File: src/verilog/xcg_pkg.sv
package xcg_pkg;

  // ----------------------------------------------------------------------
  // Register map
  // ----------------------------------------------------------------------
  localparam logic [7:0] OFS_CTRL   = 8'h00;
  localparam logic [7:0] OFS_SYNTH  = 8'h04;
  localparam logic [7:0] OFS_XLIM   = 8'h08;
  localparam logic [7:0] OFS_STATUS = 8'h0c;

  // Control register fields.
  localparam int CTRL_PERMIT  = 0;
  localparam int CTRL_REQUEST = 1;
  localparam int CTRL_BAND    = 2;
  localparam int CTRL_RANGE   = 3;
  localparam int CTRL_MODE    = 5;

  // Status register fields.
  localparam int ST_CLK_ACTIVE = 0;
  localparam int ST_OSC_GOOD   = 1;
  localparam int ST_SUPPLY     = 2;
  localparam int ST_POWER_ON   = 3;
  localparam int ST_LOAD_CAP   = 4;
  localparam int ST_SYNTH_FREQUENCY_WORD_OK    = 5;

  // Values after reset.
  localparam logic [7:0]  RST_CTRL  = 8'h03;
  localparam logic [12:0] RST_SYNTH = 13'h0f00;
  localparam logic [7:0]  RST_XLIM  = 8'h01;

  // Operating modes held in the control register.
  localparam logic [2:0] MODE_IDLE  = 3'h0;
  localparam logic [2:0] MODE_TX    = 3'h1;
  localparam logic [2:0] MODE_RX    = 3'h2;
  localparam logic [2:0] MODE_POLL  = 3'h3;
  localparam logic [2:0] MODE_FD    = 3'h4;
  localparam logic [2:0] MODE_SLEEP = 3'h5;

  // ----------------------------------------------------------------------
  // Clock figures
  // ----------------------------------------------------------------------
  localparam int CLK_MHZ        = 250;
  localparam int CLKOUT_DIV     = 3;
  localparam int DCLK_DIV       = 16;
  localparam int TAU_NS         = 40;
  localparam int TAU_MIN_COUNT  = 10;
  localparam int STARTUP_CYC    = (TAU_MIN_COUNT * TAU_NS * CLK_MHZ + 999)
                                  / 1000;

  // Synthesizer figures.
  localparam logic [5:0]  INT_LOW_BAND  = 6'h18;
  localparam logic [5:0]  INT_HIGH_BAND = 6'h20;
  localparam logic [12:0] SYNTH_FREQUENCY_WORD_SAFE_MIN = 13'h0edb;
  localparam logic [12:0] SYNTH_FREQUENCY_WORD_SAFE_MAX = 13'h0fd5;
  localparam int          FRAC_DENOM    = 16384;
  localparam int          FSK_DEV_LO_HZ = 18650;
  localparam int          FSK_DEV_HI_HZ = 19410;

  // ----------------------------------------------------------------------
  // Bus carriers
  // ----------------------------------------------------------------------
  typedef struct packed {
    logic        psel;
    logic        penable;
    logic        pwrite;
    logic [7:0]  paddr;
    logic [31:0] pwdata;
  } xcg_apb_req_t;

  typedef struct packed {
    logic [31:0] prdata;
    logic        pready;
    logic        pslverr;
  } xcg_apb_rsp_t;

endpackage
File: src/verilog/xcg_clock_gen.sv
// Function
// - Output pin carries oscillator clock divided by three.
// - Divided output has equal high and low.
// - Permit bit low keeps output off always.
// - Request bit low also keeps output off.
// - Bit-check, button event or power-on flag enable.
// - Amplitude good rises after oscillator start-up time.
// - Output needs amplitude good, both bits, supply good.
// - Digital clock is oscillator divided by sixteen.
// - Digital clock times polling and transmit bit rate.
// - Bit period is limit times eight/four/two/one periods.
// - Idle and sleep drop part of load capacitance.
// - Synth word from band bit and thirteen bits.
// - RF integer part and FSK offsets follow band.
// - Supply monitor gives the logic supply good level.
// - Output waits for supply and oscillator start-up.
//
// The placing of the registers and the APB slave port were decided locally.
`timescale 1ns/10ps
module xcg_clock_gen (
  // Clock and reset
  input  wire logic                  clk,
  input  wire logic                  sys_rst,
  // Register bus
  input  wire xcg_pkg::xcg_apb_req_t apb_req,
  output xcg_pkg::xcg_apb_rsp_t      apb_rsp,
  // Analog status and pins
  input  wire logic                  amplitude_detect,
  input  wire logic                  supply_monitor,
  input  wire logic                  button_power_on_n,
  input  wire logic                  pin_power_on,
  // Receiver logic
  input  wire logic                  bit_check_ok,
  // Clock outputs
  output logic                       clk_out_pin,
  output logic                       dclk_tick,
  output logic                       bit_tick,
  // Oscillator and synthesizer
  output logic                       load_cap_full,
  output logic                       band_select,
  output logic [5:0]                 synth_int_part,
  output logic [12:0]                synth_frequency_word
);

  // ----------------------------------------------------------------------
  // Input synchronisers
  // ----------------------------------------------------------------------
  logic [3:0] sync_a;
  logic [3:0] sync_b;
  logic       osc_amp_raw;
  logic       logic_supply_good;
  logic       button_n_s;
  logic       pin_on_s;
  logic       button_n_d;

  always_ff @(posedge clk) begin
    if (sys_rst) begin
      sync_a     <= 4'h4;
      sync_b     <= 4'h4;
      button_n_d <= 1'b1;
    end else begin
      sync_a     <= {pin_power_on, button_power_on_n,
                     supply_monitor, amplitude_detect};
      sync_b     <= sync_a;
      button_n_d <= sync_b[2];
    end
  end

  assign osc_amp_raw       = sync_b[0];
  assign logic_supply_good = sync_b[1];
  assign button_n_s        = sync_b[2];
  assign pin_on_s          = sync_b[3];

  // ----------------------------------------------------------------------
  // Registers
  // ----------------------------------------------------------------------
  logic [7:0]  ctrl;
  logic [12:0] synth;
  logic [7:0]  xlim;
  logic        power_on_flag;
  logic        oscillator_amplitude_good;
  logic        clk_running;
  logic        button_event;
  logic        wr_en;
  logic        setup;
  logic [2:0]  op_mode;
  logic [1:0]  bit_rate_range;
  logic        permit;
  logic        request;
  logic        synth_frequency_word_ok;

  assign setup   = apb_req.psel && !apb_req.penable;
  assign wr_en   = apb_req.psel && apb_req.penable && apb_rsp.pready
                   && apb_req.pwrite;
  assign op_mode = ctrl[xcg_pkg::CTRL_MODE +: 3];
  assign bit_rate_range = ctrl[xcg_pkg::CTRL_RANGE +: 2];
  assign permit  = ctrl[xcg_pkg::CTRL_PERMIT];
  assign request = ctrl[xcg_pkg::CTRL_REQUEST];
  assign button_event = button_n_d && !button_n_s;
  assign synth_frequency_word_ok = (synth >= xcg_pkg::SYNTH_FREQUENCY_WORD_SAFE_MIN)
                   && (synth <= xcg_pkg::SYNTH_FREQUENCY_WORD_SAFE_MAX);

  function automatic logic is_addr(input logic [7:0] a,
                                   input logic [7:0] ofs);
    is_addr = (a == ofs);
  endfunction

  always_ff @(posedge clk) begin
    if (sys_rst) begin
      ctrl  <= xcg_pkg::RST_CTRL;
      synth <= xcg_pkg::RST_SYNTH;
      xlim  <= xcg_pkg::RST_XLIM;
    end else if (wr_en) begin
      if (is_addr(apb_req.paddr, xcg_pkg::OFS_CTRL)) begin
        ctrl <= apb_req.pwdata[7:0];
      end
      if (is_addr(apb_req.paddr, xcg_pkg::OFS_SYNTH)) begin
        synth <= apb_req.pwdata[12:0];
      end
      if (is_addr(apb_req.paddr, xcg_pkg::OFS_XLIM)) begin
        xlim <= apb_req.pwdata[7:0];
      end
    end
  end

  // A pin event in the same cycle as a software clear keeps the flag set.
  always_ff @(posedge clk) begin
    if (sys_rst) begin
      power_on_flag <= 1'b0;
    end else if (pin_on_s) begin
      power_on_flag <= 1'b1;
    end else if (wr_en && is_addr(apb_req.paddr, xcg_pkg::OFS_STATUS)
                 && apb_req.pwdata[xcg_pkg::ST_POWER_ON]) begin
      power_on_flag <= 1'b0;
    end
  end

  // Answers are prepared in the setup cycle, so every access takes one
  // access cycle and the bus outputs come straight from flip-flops.
  always_ff @(posedge clk) begin
    if (sys_rst) begin
      apb_rsp <= '0;
    end else if (setup) begin
      apb_rsp.pready  <= 1'b1;
      apb_rsp.pslverr <= 1'b0;
      apb_rsp.prdata  <= 32'h0000_0000;
      case (apb_req.paddr)
        xcg_pkg::OFS_CTRL: begin
          apb_rsp.prdata[7:0] <= ctrl;
        end
        xcg_pkg::OFS_SYNTH: begin
          apb_rsp.prdata[12:0] <= synth;
        end
        xcg_pkg::OFS_XLIM: begin
          apb_rsp.prdata[7:0] <= xlim;
        end
        xcg_pkg::OFS_STATUS: begin
          apb_rsp.prdata[5:0] <= {synth_frequency_word_ok, load_cap_full, power_on_flag,
                                  logic_supply_good,
                                  oscillator_amplitude_good, clk_running};
        end
        default: begin
          apb_rsp.pslverr <= 1'b1;
        end
      endcase
    end else begin
      apb_rsp.pready  <= 1'b0;
      apb_rsp.pslverr <= 1'b0;
    end
  end

  // ----------------------------------------------------------------------
  // Oscillator start-up qualification
  // ----------------------------------------------------------------------
  logic [15:0] startup_cnt;
  logic        startup_done;

  assign startup_done =
    (startup_cnt == 16'(xcg_pkg::STARTUP_CYC));

  // The detector output is trusted only after the shortest start-up time,
  // since a weak early amplitude can pass the detector briefly.
  always_ff @(posedge clk) begin
    if (sys_rst) begin
      startup_cnt <= 16'h0000;
    end else if (!startup_done) begin
      startup_cnt <= startup_cnt + 16'h0001;
    end
  end

  always_ff @(posedge clk) begin
    if (sys_rst) begin
      oscillator_amplitude_good <= 1'b0;
    end else begin
      oscillator_amplitude_good <= startup_done && osc_amp_raw;
    end
  end

  // ----------------------------------------------------------------------
  // Clock output gating
  // ----------------------------------------------------------------------
  typedef enum logic [1:0] {
    XCG_OFF,
    XCG_ARMED,
    XCG_ON
  } xcg_gate_t;

  xcg_gate_t gate;
  logic      wake;
  logic      gate_en;
  logic      bitcheck_mode;

  assign bitcheck_mode = (op_mode == xcg_pkg::MODE_RX)
                         || (op_mode == xcg_pkg::MODE_POLL)
                         || (op_mode == xcg_pkg::MODE_FD);
  assign wake = (bit_check_ok && bitcheck_mode) || button_event
                || power_on_flag;

  always_ff @(posedge clk) begin
    if (sys_rst) begin
      gate <= XCG_OFF;
    end else begin
      case (gate)
        XCG_OFF: begin
          if (permit && request) begin
            gate <= XCG_ARMED;
          end
        end
        XCG_ARMED: begin
          if (!permit || !request) begin
            gate <= XCG_OFF;
          end else if (wake) begin
            gate <= XCG_ON;
          end
        end
        XCG_ON: begin
          if (!permit || !request) begin
            gate <= XCG_OFF;
          end
        end
        default: begin
          gate <= XCG_OFF;
        end
      endcase
    end
  end

  always_ff @(posedge clk) begin
    if (sys_rst) begin
      gate_en <= 1'b0;
    end else begin
      gate_en <= (gate == XCG_ON) && permit && request
                 && oscillator_amplitude_good
                 && logic_supply_good;
    end
  end

  xcg_div3 u_div3 (
    .clk     (clk),
    .sys_rst (sys_rst),
    .en      (gate_en),
    .clk_out (clk_out_pin),
    .running (clk_running)
  );

  // ----------------------------------------------------------------------
  // Digital clock and bit timing
  // ----------------------------------------------------------------------
  logic [3:0]  dclk_cnt;
  logic [10:0] bit_cnt;
  logic [10:0] bit_limit;

  always_ff @(posedge clk) begin
    if (sys_rst) begin
      dclk_cnt  <= 4'h0;
      dclk_tick <= 1'b0;
    end else begin
      dclk_cnt  <= dclk_cnt + 4'h1;
      dclk_tick <= (dclk_cnt == 4'(xcg_pkg::DCLK_DIV - 1));
    end
  end

  // Range 0 is the slowest: eight digital periods for each limit step.
  assign bit_limit = {3'h0, xlim} << (2'h3 - bit_rate_range);

  always_ff @(posedge clk) begin
    if (sys_rst) begin
      bit_cnt  <= 11'h000;
      bit_tick <= 1'b0;
    end else begin
      bit_tick <= 1'b0;
      if (dclk_tick) begin
        if (bit_cnt + 11'h001 >= bit_limit) begin
          bit_cnt  <= 11'h000;
          bit_tick <= 1'b1;
        end else begin
          bit_cnt <= bit_cnt + 11'h001;
        end
      end
    end
  end

  // ----------------------------------------------------------------------
  // Load capacitance and synthesizer word
  // ----------------------------------------------------------------------
  always_ff @(posedge clk) begin
    if (sys_rst) begin
      load_cap_full <= 1'b0;
    end else begin
      load_cap_full <= (op_mode != xcg_pkg::MODE_IDLE)
                       && (op_mode != xcg_pkg::MODE_SLEEP);
    end
  end

  // The synthesizer adds one half to the integer part and the 24.5 offset
  // to the fraction itself; the FSK deviation is applied there as well.
  always_ff @(posedge clk) begin
    if (sys_rst) begin
      band_select          <= 1'b0;
      synth_int_part       <= xcg_pkg::INT_HIGH_BAND;
      synth_frequency_word <= xcg_pkg::RST_SYNTH;
    end else begin
      band_select          <= ctrl[xcg_pkg::CTRL_BAND];
      synth_int_part       <= ctrl[xcg_pkg::CTRL_BAND] ?
                              xcg_pkg::INT_LOW_BAND :
                              xcg_pkg::INT_HIGH_BAND;
      synth_frequency_word <= synth;
    end
  end

  // ----------------------------------------------------------------------
  // Assertions
  // ----------------------------------------------------------------------
  a_permit_off: assert property (@(posedge clk) disable iff (sys_rst)
    !permit |=> !gate_en)
    else $error("clock enable with permit bit low");
  a_request_off: assert property (@(posedge clk) disable iff (sys_rst)
    (permit && !request) |=> !gate_en)
    else $error("clock enable with request bit low");
  a_enable_cond: assert property (@(posedge clk) disable iff (sys_rst)
    gate_en |-> $past(oscillator_amplitude_good && logic_supply_good))
    else $error("clock enabled without amplitude and supply good");
  a_wake_on: assert property (@(posedge clk) disable iff (sys_rst)
    (gate == XCG_ARMED && permit && request && wake) |=> gate == XCG_ON)
    else $error("wake event did not turn clock on");
  a_osc_startup: assert property (@(posedge clk) disable iff (sys_rst)
    !startup_done |-> !oscillator_amplitude_good)
    else $error("amplitude good before start-up time");
  a_dclk_period: assert property (@(posedge clk) disable iff (sys_rst)
    dclk_tick |=> !dclk_tick [*8] ##8 dclk_tick)
    else $error("digital clock tick spacing wrong");
  a_load_cap: assert property (@(posedge clk) disable iff (sys_rst)
    (op_mode == xcg_pkg::MODE_SLEEP) |=> !load_cap_full)
    else $error("load capacitance full in sleep");
  a_band_int: assert property (@(posedge clk) disable iff (sys_rst)
    ctrl[xcg_pkg::CTRL_BAND] |=> synth_int_part == xcg_pkg::INT_LOW_BAND)
    else $error("integer part does not follow band select");

  c_clock_on: cover property (@(posedge clk) disable iff (sys_rst)
    $rose(clk_running));
  c_button_wake: cover property (@(posedge clk) disable iff (sys_rst)
    button_event && gate == XCG_ARMED);
  c_bit_tick: cover property (@(posedge clk) disable iff (sys_rst)
    bit_tick && bit_rate_range == 2'h3);
  c_clock_off: cover property (@(posedge clk) disable iff (sys_rst)
    $fell(clk_running));

endmodule

File: src/verilog/xcg_div3.sv
`timescale 1ns/10ps
module xcg_div3 (
  // Clock and reset
  input  wire logic clk,
  input  wire logic sys_rst,
  // Control
  input  wire logic en,
  // Result
  output logic      clk_out,
  output logic      running
);

  logic [1:0] phase;
  logic       rise_half;
  logic       fall_half;

  always_ff @(posedge clk) begin
    if (sys_rst || !running) begin
      phase <= 2'h0;
    end else if (phase == 2'h2) begin
      phase <= 2'h0;
    end else begin
      phase <= phase + 2'h1;
    end
  end

  // Starting and stopping only at the end of a whole period keeps every
  // high and low phase on the pin at its full length.
  always_ff @(posedge clk) begin
    if (sys_rst) begin
      running <= 1'b0;
    end else if (!running || phase == 2'h2) begin
      running <= en;
    end
  end

  always_ff @(posedge clk) begin
    if (sys_rst) begin
      rise_half <= 1'b0;
    end else begin
      rise_half <= running && (phase != 2'h2);
    end
  end

  a_div3_shape: assert property (@(posedge clk) disable iff (sys_rst)
    $rose(rise_half) |=> rise_half ##1 !rise_half)
    else $error("divided clock not three cycles");

  // The falling-edge copy trims the pulse by half a cycle, giving
  // 1.5 high and 1.5 low clock periods without a second clock.
  always_ff @(negedge clk) begin
    if (sys_rst) begin
      fall_half <= 1'b0;
    end else begin
      fall_half <= rise_half;
    end
  end

  assign clk_out = rise_half && fall_half;

endmodule

File: config.mk
export PLATFORM = sky130hd
export DESIGN_NAME = xcg_clock_gen
export DESIGN_NICKNAME = d
export VERILOG_FILES = /design/src/verilog/xcg_pkg.sv /design/src/verilog/xcg_clock_gen.sv /design/src/verilog/xcg_div3.sv
export SDC_FILE = /design/constraint.sdc
export NUM_CORES = 1
export LEC_CHECK = 0
export ABC_CLOCK_PERIOD_IN_PS = 7300
export BUFFER_PORTS_ARGS = -buffer_cell sky130_fd_sc_hd__buf_2
export CAP_MARGIN = 20
export CELL_PAD_IN_SITES_DETAIL_PLACEMENT = 2
export CELL_PAD_IN_SITES_GLOBAL_PLACEMENT = 2
export CORE_MARGIN = 5
export CORE_UTILIZATION = 25
export DETAILED_ROUTE_END_ITERATION = 12
export GPL_ROUTABILITY_DRIVEN = 0
export PLACE_DENSITY_LB_ADDON = 0.3
export SETUP_SLACK_MARGIN = 0.1
export SLEW_MARGIN = 15
export SYNTH_ARGS = -nofsm -noshare
export SYNTH_HDL_FRONTEND = slang
export SYNTH_HIERARCHICAL = 1
export SYNTH_SLANG_ARGS = --single-unit
export TNS_END_PERCENT = 20
File: constraint.sdc
create_clock -name clk -period 7.3 [get_ports clk]
set_input_delay 1.095 -clock clk [delete_from_list [all_inputs] [get_ports clk]]
set_output_delay 1.095 -clock clk [all_outputs]
set_load 0.02 [all_outputs]
**Yosys cells after proc, flatten, opt, wreduce, memory -nomap -nowiden**

Index checks and enable logic that the tools add are counted.

- Flip-flop bits (word level): 117
- Input bits: 50
- Output and inout bits: 58

- Add/sub/neg operators: 5
- $lt $le $gt $ge: 3
- Eq/ne operators: 16
- Shifts and indexed selects: 1
- Muxes and demuxes: 15
- Bitwise operators: 2
- Reductions and logical operators: 42

Operators with widths:

| cell | count |
|---|---|
| $pmux 6 s4 | 1 |
| $logic_and 1x1->1 | 18 |
| $add 16x1->16 const B | 1 |
| $eq 16x7->1 const B | 1 |
| $eq 8x4->1 const B | 2 |
| $ge 13x12->1 const B | 1 |
| $le 13x12->1 const B | 1 |
| $pmux 2 s3 | 2 |
| $add 11x1->11 const B | 1 |
| $ge 11x11->1 | 1 |
| $mux 11 | 1 |
| $shl 8x2->11 | 1 |
| $mux 2 | 5 |
| $eq 8x3->1 const B | 1 |
| $logic_not 8->1 | 1 |
| $logic_or 1x1->1 | 7 |
| $eq 3x2->1 const B | 2 |
| $mux 6 | 1 |
| $ne 2x2->1 const B | 3 |
| $ne 3x3->1 const B | 2 |
| $reduce_and 2->1 | 3 |
| $reduce_or 2->1 | 3 |
| $logic_not 1->1 | 5 |
| $mux 5 | 1 |
| other kinds (14) | 19 |

**Depth between registers and ports, before layout**

Gate-level depths: netlist of run 1.

- Depth after elaboration: 9
- Gate-level depth with buffers: 11
- Mapped depth without buffers: 11

**Modules after synthesis**

The synthesis of run 1 kept the hierarchy.

By module, submodules not included:

| module | instances | cells an instance | area each (um^2) | sequential area each (um^2) |
|---|---|---|---|---|
| xcg_clock_gen | 1 | 525 | 4918.5 | 2142.1 |
| xcg_div3 | 1 | 17 | 170.2 | 100.1 |

==> results list, run 1 <==
- The run finished with clean final reports.
- For met2 alone, demand over resource in global routing was 0.212.
- The synthesized netlist occupies a cell area of approximately 5100 µm².
- Critical setup path kind: register to primary output
* Clock input transition at the sequential cells of the worst setup and hold paths: approximately 0.070 ns
* Post-route core utilization: 0.288
* Final-layout worst hold slack: roughly 0.42 ns
- First-pass GRT wire length: 22900 µm
- Number of I/O port buffers: 66
* Setup repair after global routing missed its margin: false
- Type of the worst min-delay path: register to register
* Count of endpoints failing setup in the final report: 0
* Fraction of synthesis flops using an asynchronous set or reset pin: 0
- Cell-by-cell listing of the critical path: and2_1, buf_2
* Number of H-tree branching levels: 3
- Critical path buffer and inverter count: 1
- In the final design database the tool counted 660 nets.
- The count of nets left with antenna violations once routing finished came out at 0.
- At the pin with the least slew margin, the transition time is 0.726 ns.
* Synth Instances: between 500 and 600
- Worst hold stages: 1
* Number of standard cells in the layout, taps in and fillers out: 869
* Leakage power figure: around 2.3 nW
* Die Footprint: ~23000 µm²
- Clock insertion delay at the later pin of the skew report: 0.41 ns
- Counting flops and latches in the post-synthesis netlist gives roughly 110.
* Commonest non-fill, non-tap cell in the layout: sky130_fd_sc_hd__dfxtp_1
* Final Max Slew Viols: 0
- The routed layout has between 3000 and 4000 vias.
- Antenna cell count: 0
- The biggest area contributor in the post-synthesis netlist is sky130_fd_sc_hd__dfxtp_1.
* Cts hold-fix bufs: 0
- Post-Route Skew: 0.0511 ns
- Most frequent cells in the layout: sky130_fd_sc_hd__dfxtp_1 (112), sky130_fd_sc_hd__nor2_1 (73), sky130_fd_sc_hd__buf_2 (66)
- Counting cells, the worst reg-to-reg path comes to 1.
- For this run, the number of Yosys warnings is 6.
- Of all nets on the critical path, the largest fanout is 1.
- Via count of the first global-routing pass: between 4000 and 5000
- For this design, the slowest cell found on the critical path is sky130_fd_sc_hd__dfxtp_1.
- Critical path capture point type: primary output
* Count of max-cap constraint violations: 0
- From bottom edge to top edge, the die measures about 150 µm.
* Hold violation count in the final report: 0
- Cell family contributing the most delay on the critical path: flip-flops
- Of the cells placed in the final design, the portion with a size suffix greater than 1 is 0.172.
- Arrival time of data at the critical path endpoint: between 4 and 5 ns
* Share of the yosys chip area belonging to registers: 0.441
- Sum of net half-perimeters after detailed placement: approximately 10000 µm
- Number of sinks on the clock net: about 110
- In the global route stage, overall resource usage came out at 0.121.
- Global-route met1 utilization: 0.147
* Width of the chip: between 150 and 200 µm
- Syn-to-layout area delta: 14.3%
- In this run the most used layer during global routing was met2.
* CTS tree: built
* Worst IR Drop VDD: roughly 91 µV
- I/O pins: ~110
- After floorplanning, the core was divided into 52 placement rows.
* Maximum count of clock buffers along a single path: 2
- Summed over all layers, the routed wires come to 13800 µm.
* Number of instances resized during post-cts repair: 0
- Power per cell area: slightly below 200 nW/µm²
- For this run, the detailed router's first-pass iteration total came to 4.
* Number of setup buffers added after CTS: 0
- Required time at the endpoint of the critical path: 6.20 ns
- Number of distinct standard cells referenced by the synthesized netlist: 52
- Aggregate negative setup slack: 0 ns
- STA classifies the critical path startpoint as a register.
- The region available for standard cell placement spans around 20000 µm².
- Worst-case headroom to the max-slew limit: 0.516
* Proportion of netlist area held by the largest area contributor: 0.441
* Initial DRC Count: 94
- Entering global routing, the biggest net connects a little under 70 pins.
- The critical path runs through a total of 2 cells.
- The initial antenna violation count came to 0.
- Average instance area after synthesis: between 9 and 10 µm²
- Global routing finished with a remaining overflow of 0.
- In the synthesized netlist the dominant register cell turns out to be sky130_fd_sc_hd__dfxtp_1.
* Number of flops mapped to enable cells by yosys: 0
- Routed wire length per instance: around 16 µm
- Met3 usage in global routing: 0.0258
- In this run, placement finished with an instance count of 853.
- Largest stage delay on the critical path: 0.28 ns
* Starting density of the core: 0.252
- After synthesis, the cell types taking the most area are sky130_fd_sc_hd__dfxtp_1 (44%), sky130_fd_sc_hd__mux2i_1 (7.7%), sky130_fd_sc_hd__nor2_1 (5.4%).
- The tree is rooted in a sky130_fd_sc_hd__clkbuf_16.
- Via density per instance: around 4.5
- Number of buffers inserted during clock tree synthesis: 9
* Remaining routing DRC violations: 0
## final timing paths
| path | start | to | slack (ns) |
|---|---|---|---|
| worst min-delay path | u_div3/phase[0] | u_div3/phase[0] | 0.42 |
| worst max register to register | u_div3/rise_half | u_div3/fall_half | 3.08 |
| worst max-delay path | u_div3/fall_half | clk_out_pin | 1.58 |
| worst min register to register | u_div3/phase[0] | u_div3/phase[0] | 0.42 |
## report_power, final
part	internal, W	switching, W	leakage [nW]
Sequential	0.000618	0.00000540	0.906
Clock	0.000234	0.000241	0.136
Combinational	0.0000181	0.0000402	1.28
Total	0.000870	0.000286	2.32
## state kept, by name, indices dropped and copies added (netlist names), 2 cells and up
| register | flops |
|---|---|
| startup_cnt | 16 |
| apb_rsp | 15 |
| synth | 13 |
| synth_frequency_word | 13 |
| bit_cnt | 11 |
| ctrl | 8 |
| xlim | 8 |
| dclk_cnt | 4 |
| sync_a | 4 |
| sync_b | 4 |
| gate | 2 |
| synth_int_part | 2 |
| u_div3/phase | 2 |
## kinds of logic after synthesis
kind of cell    synth area share
simple gates               0.205
compound gates            0.0787
other cells             0.000737
flops                      0.441
mux                        0.108
fa+ha+maj                 0.0393
xor+xnor                  0.0534
buf+inv                   0.0747
## layer usage
metal  routed length (µm)  vias up
li1                     -     1908
met1                 6370     1889
met2                 6800       70
met3                  463       11
met4                  209        0
met5                    0        -
## stage by stage
stage | power (W) | cell area [µm²] | setup WS (ns)
detailed placement | 0.000699 | 5550 | 1.69
global placement | 0.000697 | 5550 | 1.73
finish | 0.00116 | 5820 | 1.58
global route | 0.00121 | 5820 | 1.54
floorplan | 0.000686 | 5170 | 2.05
CTS | 0.00118 | 5820 | 1.56
## cell usage after synthesis, types with 5 or more instances
| cell type | count |
|---|---|
| sky130_fd_sc_hd__mux2i_1 | 39 |
| sky130_fd_sc_hd__nor2b_1 | 19 |
| sky130_fd_sc_hd__nand3_1 | 18 |
| sky130_fd_sc_hd__a21oi_1 | 21 |
| sky130_fd_sc_hd__and4_1 | 6 |
| sky130_fd_sc_hd__nand2_1 | 35 |
| sky130_fd_sc_hd__xnor2_1 | 14 |
| sky130_fd_sc_hd__mux4_2 | 5 |
| sky130_fd_sc_hd__buf_4 | 25 |
| sky130_fd_sc_hd__nor2_1 | 73 |
| sky130_fd_sc_hd__a22oi_1 | 13 |
| sky130_fd_sc_hd__or2_2 | 6 |
| sky130_fd_sc_hd__ha_1 | 16 |
| sky130_fd_sc_hd__inv_1 | 22 |
| sky130_fd_sc_hd__nand4_1 | 7 |
| sky130_fd_sc_hd__xor2_1 | 17 |
| sky130_fd_sc_hd__dfxtp_1 | 112 |
| sky130_fd_sc_hd__o21ai_0 | 14 |
| sky130_fd_sc_hd__clkbuf_1 | 14 |
## cell type report
class | count | area (µm²)
Timing Repair Buffer | 67 | 338
Tap cell | 270 | 338
Fill cell | 2281 | 14400
Clock inverter | 7 | 46.3
Clock buffer | 10 | 229
Multi-Input combinational cell | 382 | 2540
Inverter | 21 | 78.8
Sequential cell | 112 | 2240
Note: power is estimated with default switching activity, not from simulation.
==> inputs of run 2 (changes only) <==
ABC_CLOCK_PERIOD_IN_PS = 5100   (was 7300)
clock period = 5.1 ns   (was 7.3 ns; I/O delays follow)
==> run 2 against run 1 <==
Net effect: global-route usage down 0.20 points; first-iteration DRC count down 2.1%; flip-flop and latch count unchanged; critical path depth unchanged; sequential power up 43%; clock skew about the same; non-clock buffer count up 1; routed wire length down 0.34%; worst hold slack worse by 0.0046 ns; clock power up 41%; utilization about the same; largest cell class unchanged; largest power group unchanged.
==> results list, run 2 (same netlist as run 1, synthesis figures left out) <==
* Status: finished, final reports clean
- The count of final setup violators came to 0 (unchanged).
* Largest stage delay on the critical path: 0.28 ns (about the same)
- The number of global-route vias before repair is 4167 (-2.2%).
- The relative max-transition margin was 0.479 (-0.0368).
- The endpoint identified for the worst register-to-register timing path is bit_cnt[0].
* Final Max Slew Viols: 0 (unchanged)
- Final #Nets: 661 (+0.15%)
- The share of final-layout standard cells stronger than drive strength 1 is 0.172 (-0.000287).
- The worst hold path stage count was 1 (unchanged).
* Clock insertion delay at the later pin of the skew report: 0.40 ns (about the same)
- The pin count of the biggest net entering global routing came to 68 (unchanged).
* Antenna cell count: 0 (unchanged)
- Post-route ant nets: 0 (unchanged)
- Syn-to-layout area delta: 14.3% (about the same)
- Number of sinks on the clock net: 112 (unchanged)
- Worst IR Drop VDD: 133 µV (+46%)
- Area of the core: 20200 µm² (unchanged)
- The tightest min-delay check is of the register to register type.
* Commonest non-fill, non-tap cell in the layout: sky130_fd_sc_hd__dfxtp_1
- The worst-case clock skew came to 0.0512 ns (+0.000116 ns).
- Height of the die: 153 µm (unchanged)
- The power per cell area was 283 nW/µm² (+42%).
* Startpoint Class: register
- The die area came to 23300 µm² (unchanged).
* CTS tree: built
- Aggregate negative setup slack: 0 ns (unchanged)
* Cell with the largest stage delay on the worst path: sky130_fd_sc_hd__dfxtp_1
- The initial antenna violation count came to 0 (unchanged).
* Remaining routing DRC violations: 0 (unchanged)
* Critical setup path kind: register to primary output
- The root buffer cell chosen for the clock tree is sky130_fd_sc_hd__clkbuf_16.
* Starting density of the core: 0.252 (unchanged)
- The DRC marker count from the first detailed-route iteration came to 92 (-2.1%).
- The count of pins on the block boundary was 108 (unchanged).
- The worst register-to-register path begins at bit_cnt[0].
* Count of max-cap constraint violations: 0 (unchanged)
- In this run the most critical hold path is launched from u_div3/phase[0].
- The final HPWL from detailed placement was 10300 µm (-0.65%).
* Post-route core utilization: 0.288 (about the same)
- Critical path capture point type: primary output
* DR vias: 3880 (+0.052%)
- Number of buffers inserted during clock tree synthesis: 9 (unchanged)
* Routed wire length per instance: 15.9 µm (-0.45%)
- The post-cts repair resize count is 0 (unchanged).
* Cell-by-cell listing of the critical path: and2_1, buf_2
* Register-to-register setup slack: 1.51 ns (-1.57 ns)
- The power consumption was 0.00165 W (+43%).
* Critical path launch point: u_div3/fall_half
- Setup repair after global routing left no endpoint under its margin.
- The slew at the pin with the worst max-slew slack is 0.781 ns (+0.0552 ns).
- The largest registers in the layout are startup_cnt: 16 flops, apb_rsp: 15 flops.
* Max reg flops: 16 (unchanged)
- First-pass GRT wire length: 22500 µm (-1.7%)
- The total of hold buffers inserted after clock tree synthesis is 0 (unchanged).
* Critical path peak fanout: 1 (unchanged)
- The worst endpoint data arrival time was 3.52 ns (-1.10 ns).
- The total iterations of the first detailed-routing run is 5 (+1).
- The floorplan row count is 52 (unchanged).
* Number of H-tree branching levels: 3 (unchanged)
* Clock input transition at the sequential cells of the worst setup and hold paths: 0.07 ns (about the same)
- Hold violation count in the final report: 0 (unchanged)
- The register with the most flip-flops in the final layout is startup_cnt.
- Number of I/O port buffers: 66 (unchanged)
* Maximum count of clock buffers along a single path: 2 (unchanged)
- Leakage power figure: 2.32 nW (-0.11%)
- The number of fillers in the final layout was 2301 (+0.88%).
- R2r worst-path depth: 11 (+10)
- Aggregate global routing overflow: 0 (unchanged)
- The top cell types in the final layout, fill and taps aside, are sky130_fd_sc_hd__dfxtp_1 (112), sky130_fd_sc_hd__nor2_1 (73), sky130_fd_sc_hd__buf_2 (66).
- Required time at the endpoint of the critical path: 4.34 ns (-1.86 ns)
* Number of setup buffers added after CTS: 0 (unchanged)
- The sum of routed wire length over all layers came to 13800 µm (-0.34%).
- Width of the chip: 153 µm (unchanged)
- The total track usage was 0.119 (-0.00195).
- Via density per instance: 4.46 (about the same)
- End of the worst hold path: u_div3/phase[0]
run 2: cell types whose count changed in the layout (fill, tap and decap cells not counted), sizes merged:
cell      previous run  this run
buf                 67        68
clkbuf              10        11
clkinv               3         2
clkinvlp             1         2
inv                 24        23
run 2: per-stage QoR:
step / instance area [µm²] / setup slack (ns) / hold WS, ns / cells
after floorplan: 5170 / 1.28 / 0.387 / 563
after global placement: 5550 / 1.22 / 0.400 / 854
after detailed placement: 5550 / 1.23 / 0.405 / 854
after CTS: 5820 / 0.797 / 0.416 / 870
after global routing: 5820 / 0.763 / 0.438 / 870
final: 5820 / 0.817 / 0.413 / 870
run 2: cell type report:
| type | instances | area (µm²) | share of cell area |
|---|---|---|---|
| clock buffers | 11 | 233 | 0.0400 |
| clock inverters | 6 | 36.3 | 0.00624 |
| inverters | 21 | 78.8 | 0.0135 |
| multi-input cells | 382 | 2540 | 0.437 |
| flip-flops and latches | 112 | 2240 | 0.385 |
| well taps | 270 | 338 | 0.0581 |
| repair buffers | 68 | 345 | 0.0594 |
run 2: how the worst max path moves through the flow:
| stage | end | slack [ns] | depth (start not counted) |
|---|---|---|---|
| floorplan | clk_out_pin | 1.28 | 1 |
| global placement | clk_out_pin | 1.22 | 2 |
| detailed placement | clk_out_pin | 1.23 | 2 |
| CTS | clk_out_pin | 0.80 | 2 |
| global route | clk_out_pin | 0.76 | 2 |
| finish | clk_out_pin | 0.82 | 2 |
run 2: where the power goes:
part,internal [W],switching [W],leakage (nW)
Sequential,0.000885,0.00000770,0.906
Clock,0.000333,0.000339,0.129
Combinational,0.0000264,0.0000580,1.29
run 2: worst max-delay path: cells and delay by family, from the launching register on:
kind | cells | cell delay, ns
flip-flops | 1 | 0.28
AND/OR/NAND/NOR | 1 | 0.13
buffers and inverters | 1 | 0.15
run 2: per-layer routing:
layer / track usage / up-vias / wire [µm] / share of wire
li1: - / 1913 / - / -
met1: 0.143 / 1871 / 6250 / 0.45
met2: 0.209 / 85 / 6760 / 0.49
met3: 0.0307 / 11 / 600 / 0.043
met4: 0.0369 / 0 / 182 / 0.013
met5: 0 / - / 0 / 0
==> inputs of run 3 (changes only) <==
ABC_AREA = 1   (was unset)
ABC_CLOCK_PERIOD_IN_PS = 3600   (was 5100)
clock period = 3.6 ns   (was 5.1 ns; I/O delays follow)
==> run 3 against run 2 <==
Net effect: critical path depth grew 1; design area rose by 3.9%; combinational power rose by 70%; sequential power grew 42%; worst hold slack worse by 0.041 ns.
==> results list, run 3 <==
- The total number of vias came to 4589 (+18%).
- The total negative setup slack is 0 ns (unchanged).
- Cell with the largest stage delay on the worst path: sky130_fd_sc_hd__dfxtp_1
- Width of the chip: 155 µm (+1.4%)
- STA classifies the critical path endpoint as a primary output.
- The critical path is of the register to primary output type.
* Synth Flop Type: sky130_fd_sc_hd__dfxtp_1
* Transition at the pin with the smallest max-transition slack: 0.840 ns (+0.0589 ns)
* Share of the yosys chip area belonging to registers: 0.427 (-0.0132)
- The share of final-layout standard cells stronger than drive strength 1 was 0.176 (+0.00403).
- The worst endpoint data arrival time came to 2.74 ns (-0.78 ns).
- The tree is rooted in a sky130_fd_sc_hd__clkbuf_16.
* CTS tree: built
* Leading cell types by count after synthesis: sky130_fd_sc_hd__nand2_1 (135), sky130_fd_sc_hd__dfxtp_1 (112), sky130_fd_sc_hd__nor2_1 (79)
- The worst vdd rail ir drop was 211 µV (+59%).
- Remaining routing DRC violations: 0 (unchanged)
- The number of library cell types mapped by synthesis is 40 (-23%).
- Placed standard-cell area: 5720 µm² (+3.1%)
- Ranked by total cell area, the synthesized netlist is headed by sky130_fd_sc_hd__dfxtp_1 (43%), sky130_fd_sc_hd__nand2_1 (9.7%), sky130_fd_sc_hd__nor2_1 (5.7%).
* Count of max-cap constraint violations: 0 (unchanged)
- Height of the die: 155 µm (+1.4%)
- Required time at the endpoint of the critical path: 3.06 ns (-1.28 ns)
- Initial DRC Count: 139 (+51%)
- Post-route ant nets: 0 (unchanged)
- Number of buffers inserted during clock tree synthesis: 9 (unchanged)
* Post-route cell area: 6040 µm² (+3.9%)
- Via density per instance: 4.45 (-0.29%)
- The path class of the tightest hold or removal check is input pin to register.
* Startpoint Class: register
- Number of flops mapped to enable cells by yosys: 0 (unchanged)
* Commonest non-fill, non-tap cell in the layout: sky130_fd_sc_hd__nand2_1
* Cts hold-fix bufs: 0 (unchanged)
* Synth Instances: 695 (+28%)
* Routed wire length per instance: 15.3 µm (-3.7%)
- The count of warnings emitted by yosys is 6 (unchanged).
* Number of cells in the design after placement: 1016 (+19%)
- The number of sinks on the clock net was 112 (unchanged).
- The kind of cell with the highest combined delay along the critical path is flip-flops.
- The number of buffers between clock root and the deepest sink was 2 (unchanged).
* Hold violation count in the final report: 0 (unchanged)
- The relative max-transition margin was 0.440 (-0.0399).
* Initial antenna violation count: 0 (unchanged)
- Clock insertion delay at the later pin of the skew report: 0.41 ns (about the same)
- The mean cell area of the mapped netlist came to 7.55 µm² (-20%).
* Critical path peak fanout: 1 (unchanged)
* Number of detailed-routing iterations run before antenna repair: 4 (-1)
- The worst-case clock skew is 0.0540 ns (+0.00280 ns).
* Area of the core: 20800 µm² (+3.2%)
* Cell-by-cell listing of the critical path: nand2_1, inv_1, buf_2
- The starting utilization of the core area came to 0.252 (-0.000342).
- Number of setup buffers added after CTS: 0 (unchanged)
- The total number of nets in the final design came to 818 (+24%).
- The overflow left after global routing is 0 (unchanged).
- The pin count of the biggest net entering global routing was 42 (-38%).
- Final Max Slew Viols: 0 (unchanged)
* Overall global routing resource usage: 0.134 (+0.0146)
- The run finished with clean final reports.
* Antenna cell count: 0 (unchanged)
- The buffering stage count on the worst path with inverters included was 2 (+1).
* Storage element area: 2240 µm² (unchanged)
- The sum of routed wire length over all layers was 15800 µm (+14%).
- Combined area of the multi-input logic cells: 2460 µm² (-3.4%)
- The fraction of registers with async set/reset was 0 (unchanged).
* Number of instances resized during post-cts repair: 0 (unchanged)
- Most frequent cells in the layout: sky130_fd_sc_hd__nand2_1 (135), sky130_fd_sc_hd__dfxtp_1 (112), sky130_fd_sc_hd__nor2_1 (79)
* Count of endpoints failing setup in the final report: 0 (unchanged)
- From synthesis to final layout, the design area changed by 15.2%.
- The final HPWL from detailed placement came to 12300 µm (+19%).
- sky130_fd_sc_hd__nand2_1 is the most common cell in the netlist.
- Power per cell area: 416 nW/µm² (+47%)
- Number of I/O port buffers: 66 (unchanged)
- The post-synthesis cell area was 5250 µm² (+3.1%).
* Largest registers: startup_cnt: 16 flops, apb_rsp: 15 flops
- Flops & latches, synth: 112 (unchanged)
- Die Footprint: 24000 µm² (+2.9%)
- The number of fillers in the final layout was 2502 (+8.7%).
- Area leader, netlist: sky130_fd_sc_hd__dfxtp_1
* I/O pins: 108 (unchanged)
- Largest stage delay on the critical path: 0.30 ns (+0.02 ns)
- Leakage power figure: 2.67 nW (+15%)
* Setup repair after global routing missed its margin: false
- The wire length of the first global-routing pass came to 25800 µm (+15%).
- The share of Yosys cell area claimed by the top area cell type came to 0.427 (-0.0132).
- The number of H-tree levels came to 3 (unchanged).
- The register with the most flip-flops in the final layout is startup_cnt.
- The flip-flop count of the largest register, all copies and words added came to 16 (unchanged).
- Number of standard cells in the layout, taps in and fillers out: 1032 (+19%)
* Clock input transition at the sequential cells of the worst setup and hold paths: 0.08 ns (about the same)
* Via count of the first global-routing pass: 4990 (+20%)
* Core Rows: 53 (+1.9%)
[run 3: changes by cell type in the layout (fill, tap and decap cells not counted), sizes merged, moves of 19 or more]
cell / before / now
a21oi: 21 / 50
inv: 23 / 85
mux2i: 39 / 4
nand2: 35 / 139
nor2: 73 / 94
nor2b: 19 / 0
o21ai: 15 / 76
[run 3: through the flow]
stage / power [W] / setup slack [ns] / util / hold slack, ns
after global routing: 0.00261 / 0.255 / 0.290 / 0.368
after detailed placement: 0.00145 / 0.731 / 0.275 / 0.401
after floorplan: 0.00141 / 0.796 / - / 0.388
final: 0.00251 / 0.316 / 0.290 / 0.372
after CTS: 0.00256 / 0.294 / 0.290 / 0.356
after global placement: 0.00144 / 0.723 / 0.275 / 0.393
[run 3: layout make-up]
cell class,instances,share of cell area
Inverter,85,0.0536
Multi-Input combinational cell,474,0.407
Tap cell,275,0.0569
Clock buffer,9,0.0373
Clock inverter,8,0.0161
Timing Repair Buffer,69,0.0584
Sequential cell,112,0.371
[run 3: path summary, 6_finish.rpt]
path	start	cells past startpoint	endpoint	slack, ns
worst min register to register	sync_a[3]	2	sync_b[3]	0.41
worst max-delay path	u_div3/fall_half	3	clk_out_pin	0.32
worst max register to register	bit_cnt[0]	14	bit_cnt[5]	0.86
worst min-delay path	button_power_on_n	2	sync_a[2]	0.37
[run 3: layer usage]
layer  part of all wire  vias up  GRT usage
li1                   -     2304          -
met1               0.45     2219      0.169
met2               0.51       55      0.236
met3              0.030       11     0.0256
met4             0.0094        0     0.0290
met5                  0        -          0
[run 3: cells by family after synthesis]
kind of cell               share of synthesized area
and+or+nand+nor                                0.257
xor gates and xnor gates                      0.0134
AOI/OAI and AO/OA                              0.137
other                                       0.000715
DFF                                            0.427
buffers and inverters                          0.119
muxes                                        0.00763
adders and majority gates                     0.0382
[run 3: worst reg2reg max path, stage by stage, from the launching register on]
cell and delay (ns):
sky130_fd_sc_hd__dfxtp_1 0.46, sky130_fd_sc_hd__ha_1 0.24, sky130_fd_sc_hd__nand3_1 0.12, sky130_fd_sc_hd__nor2_1 0.17
sky130_fd_sc_hd__nand2_1 0.13, sky130_fd_sc_hd__o21ai_1 0.13, sky130_fd_sc_hd__nand2_1 0.08, sky130_fd_sc_hd__ha_1 0.32
sky130_fd_sc_hd__nand2_1 0.08, sky130_fd_sc_hd__nor2_1 0.17, sky130_fd_sc_hd__nand3b_1 0.11, sky130_fd_sc_hd__nand4_1 0.09
sky130_fd_sc_hd__nand2_1 0.07, sky130_fd_sc_hd__nand2_1 0.35, sky130_fd_sc_hd__nor2_1 0.08
[run 3: where the power goes]
group,internal (W),switching [W]
clock,0.000613,0.000489
sequential,0.00126,0.0000133
combinational,0.0000406,0.000102
total,0.00191,0.000605
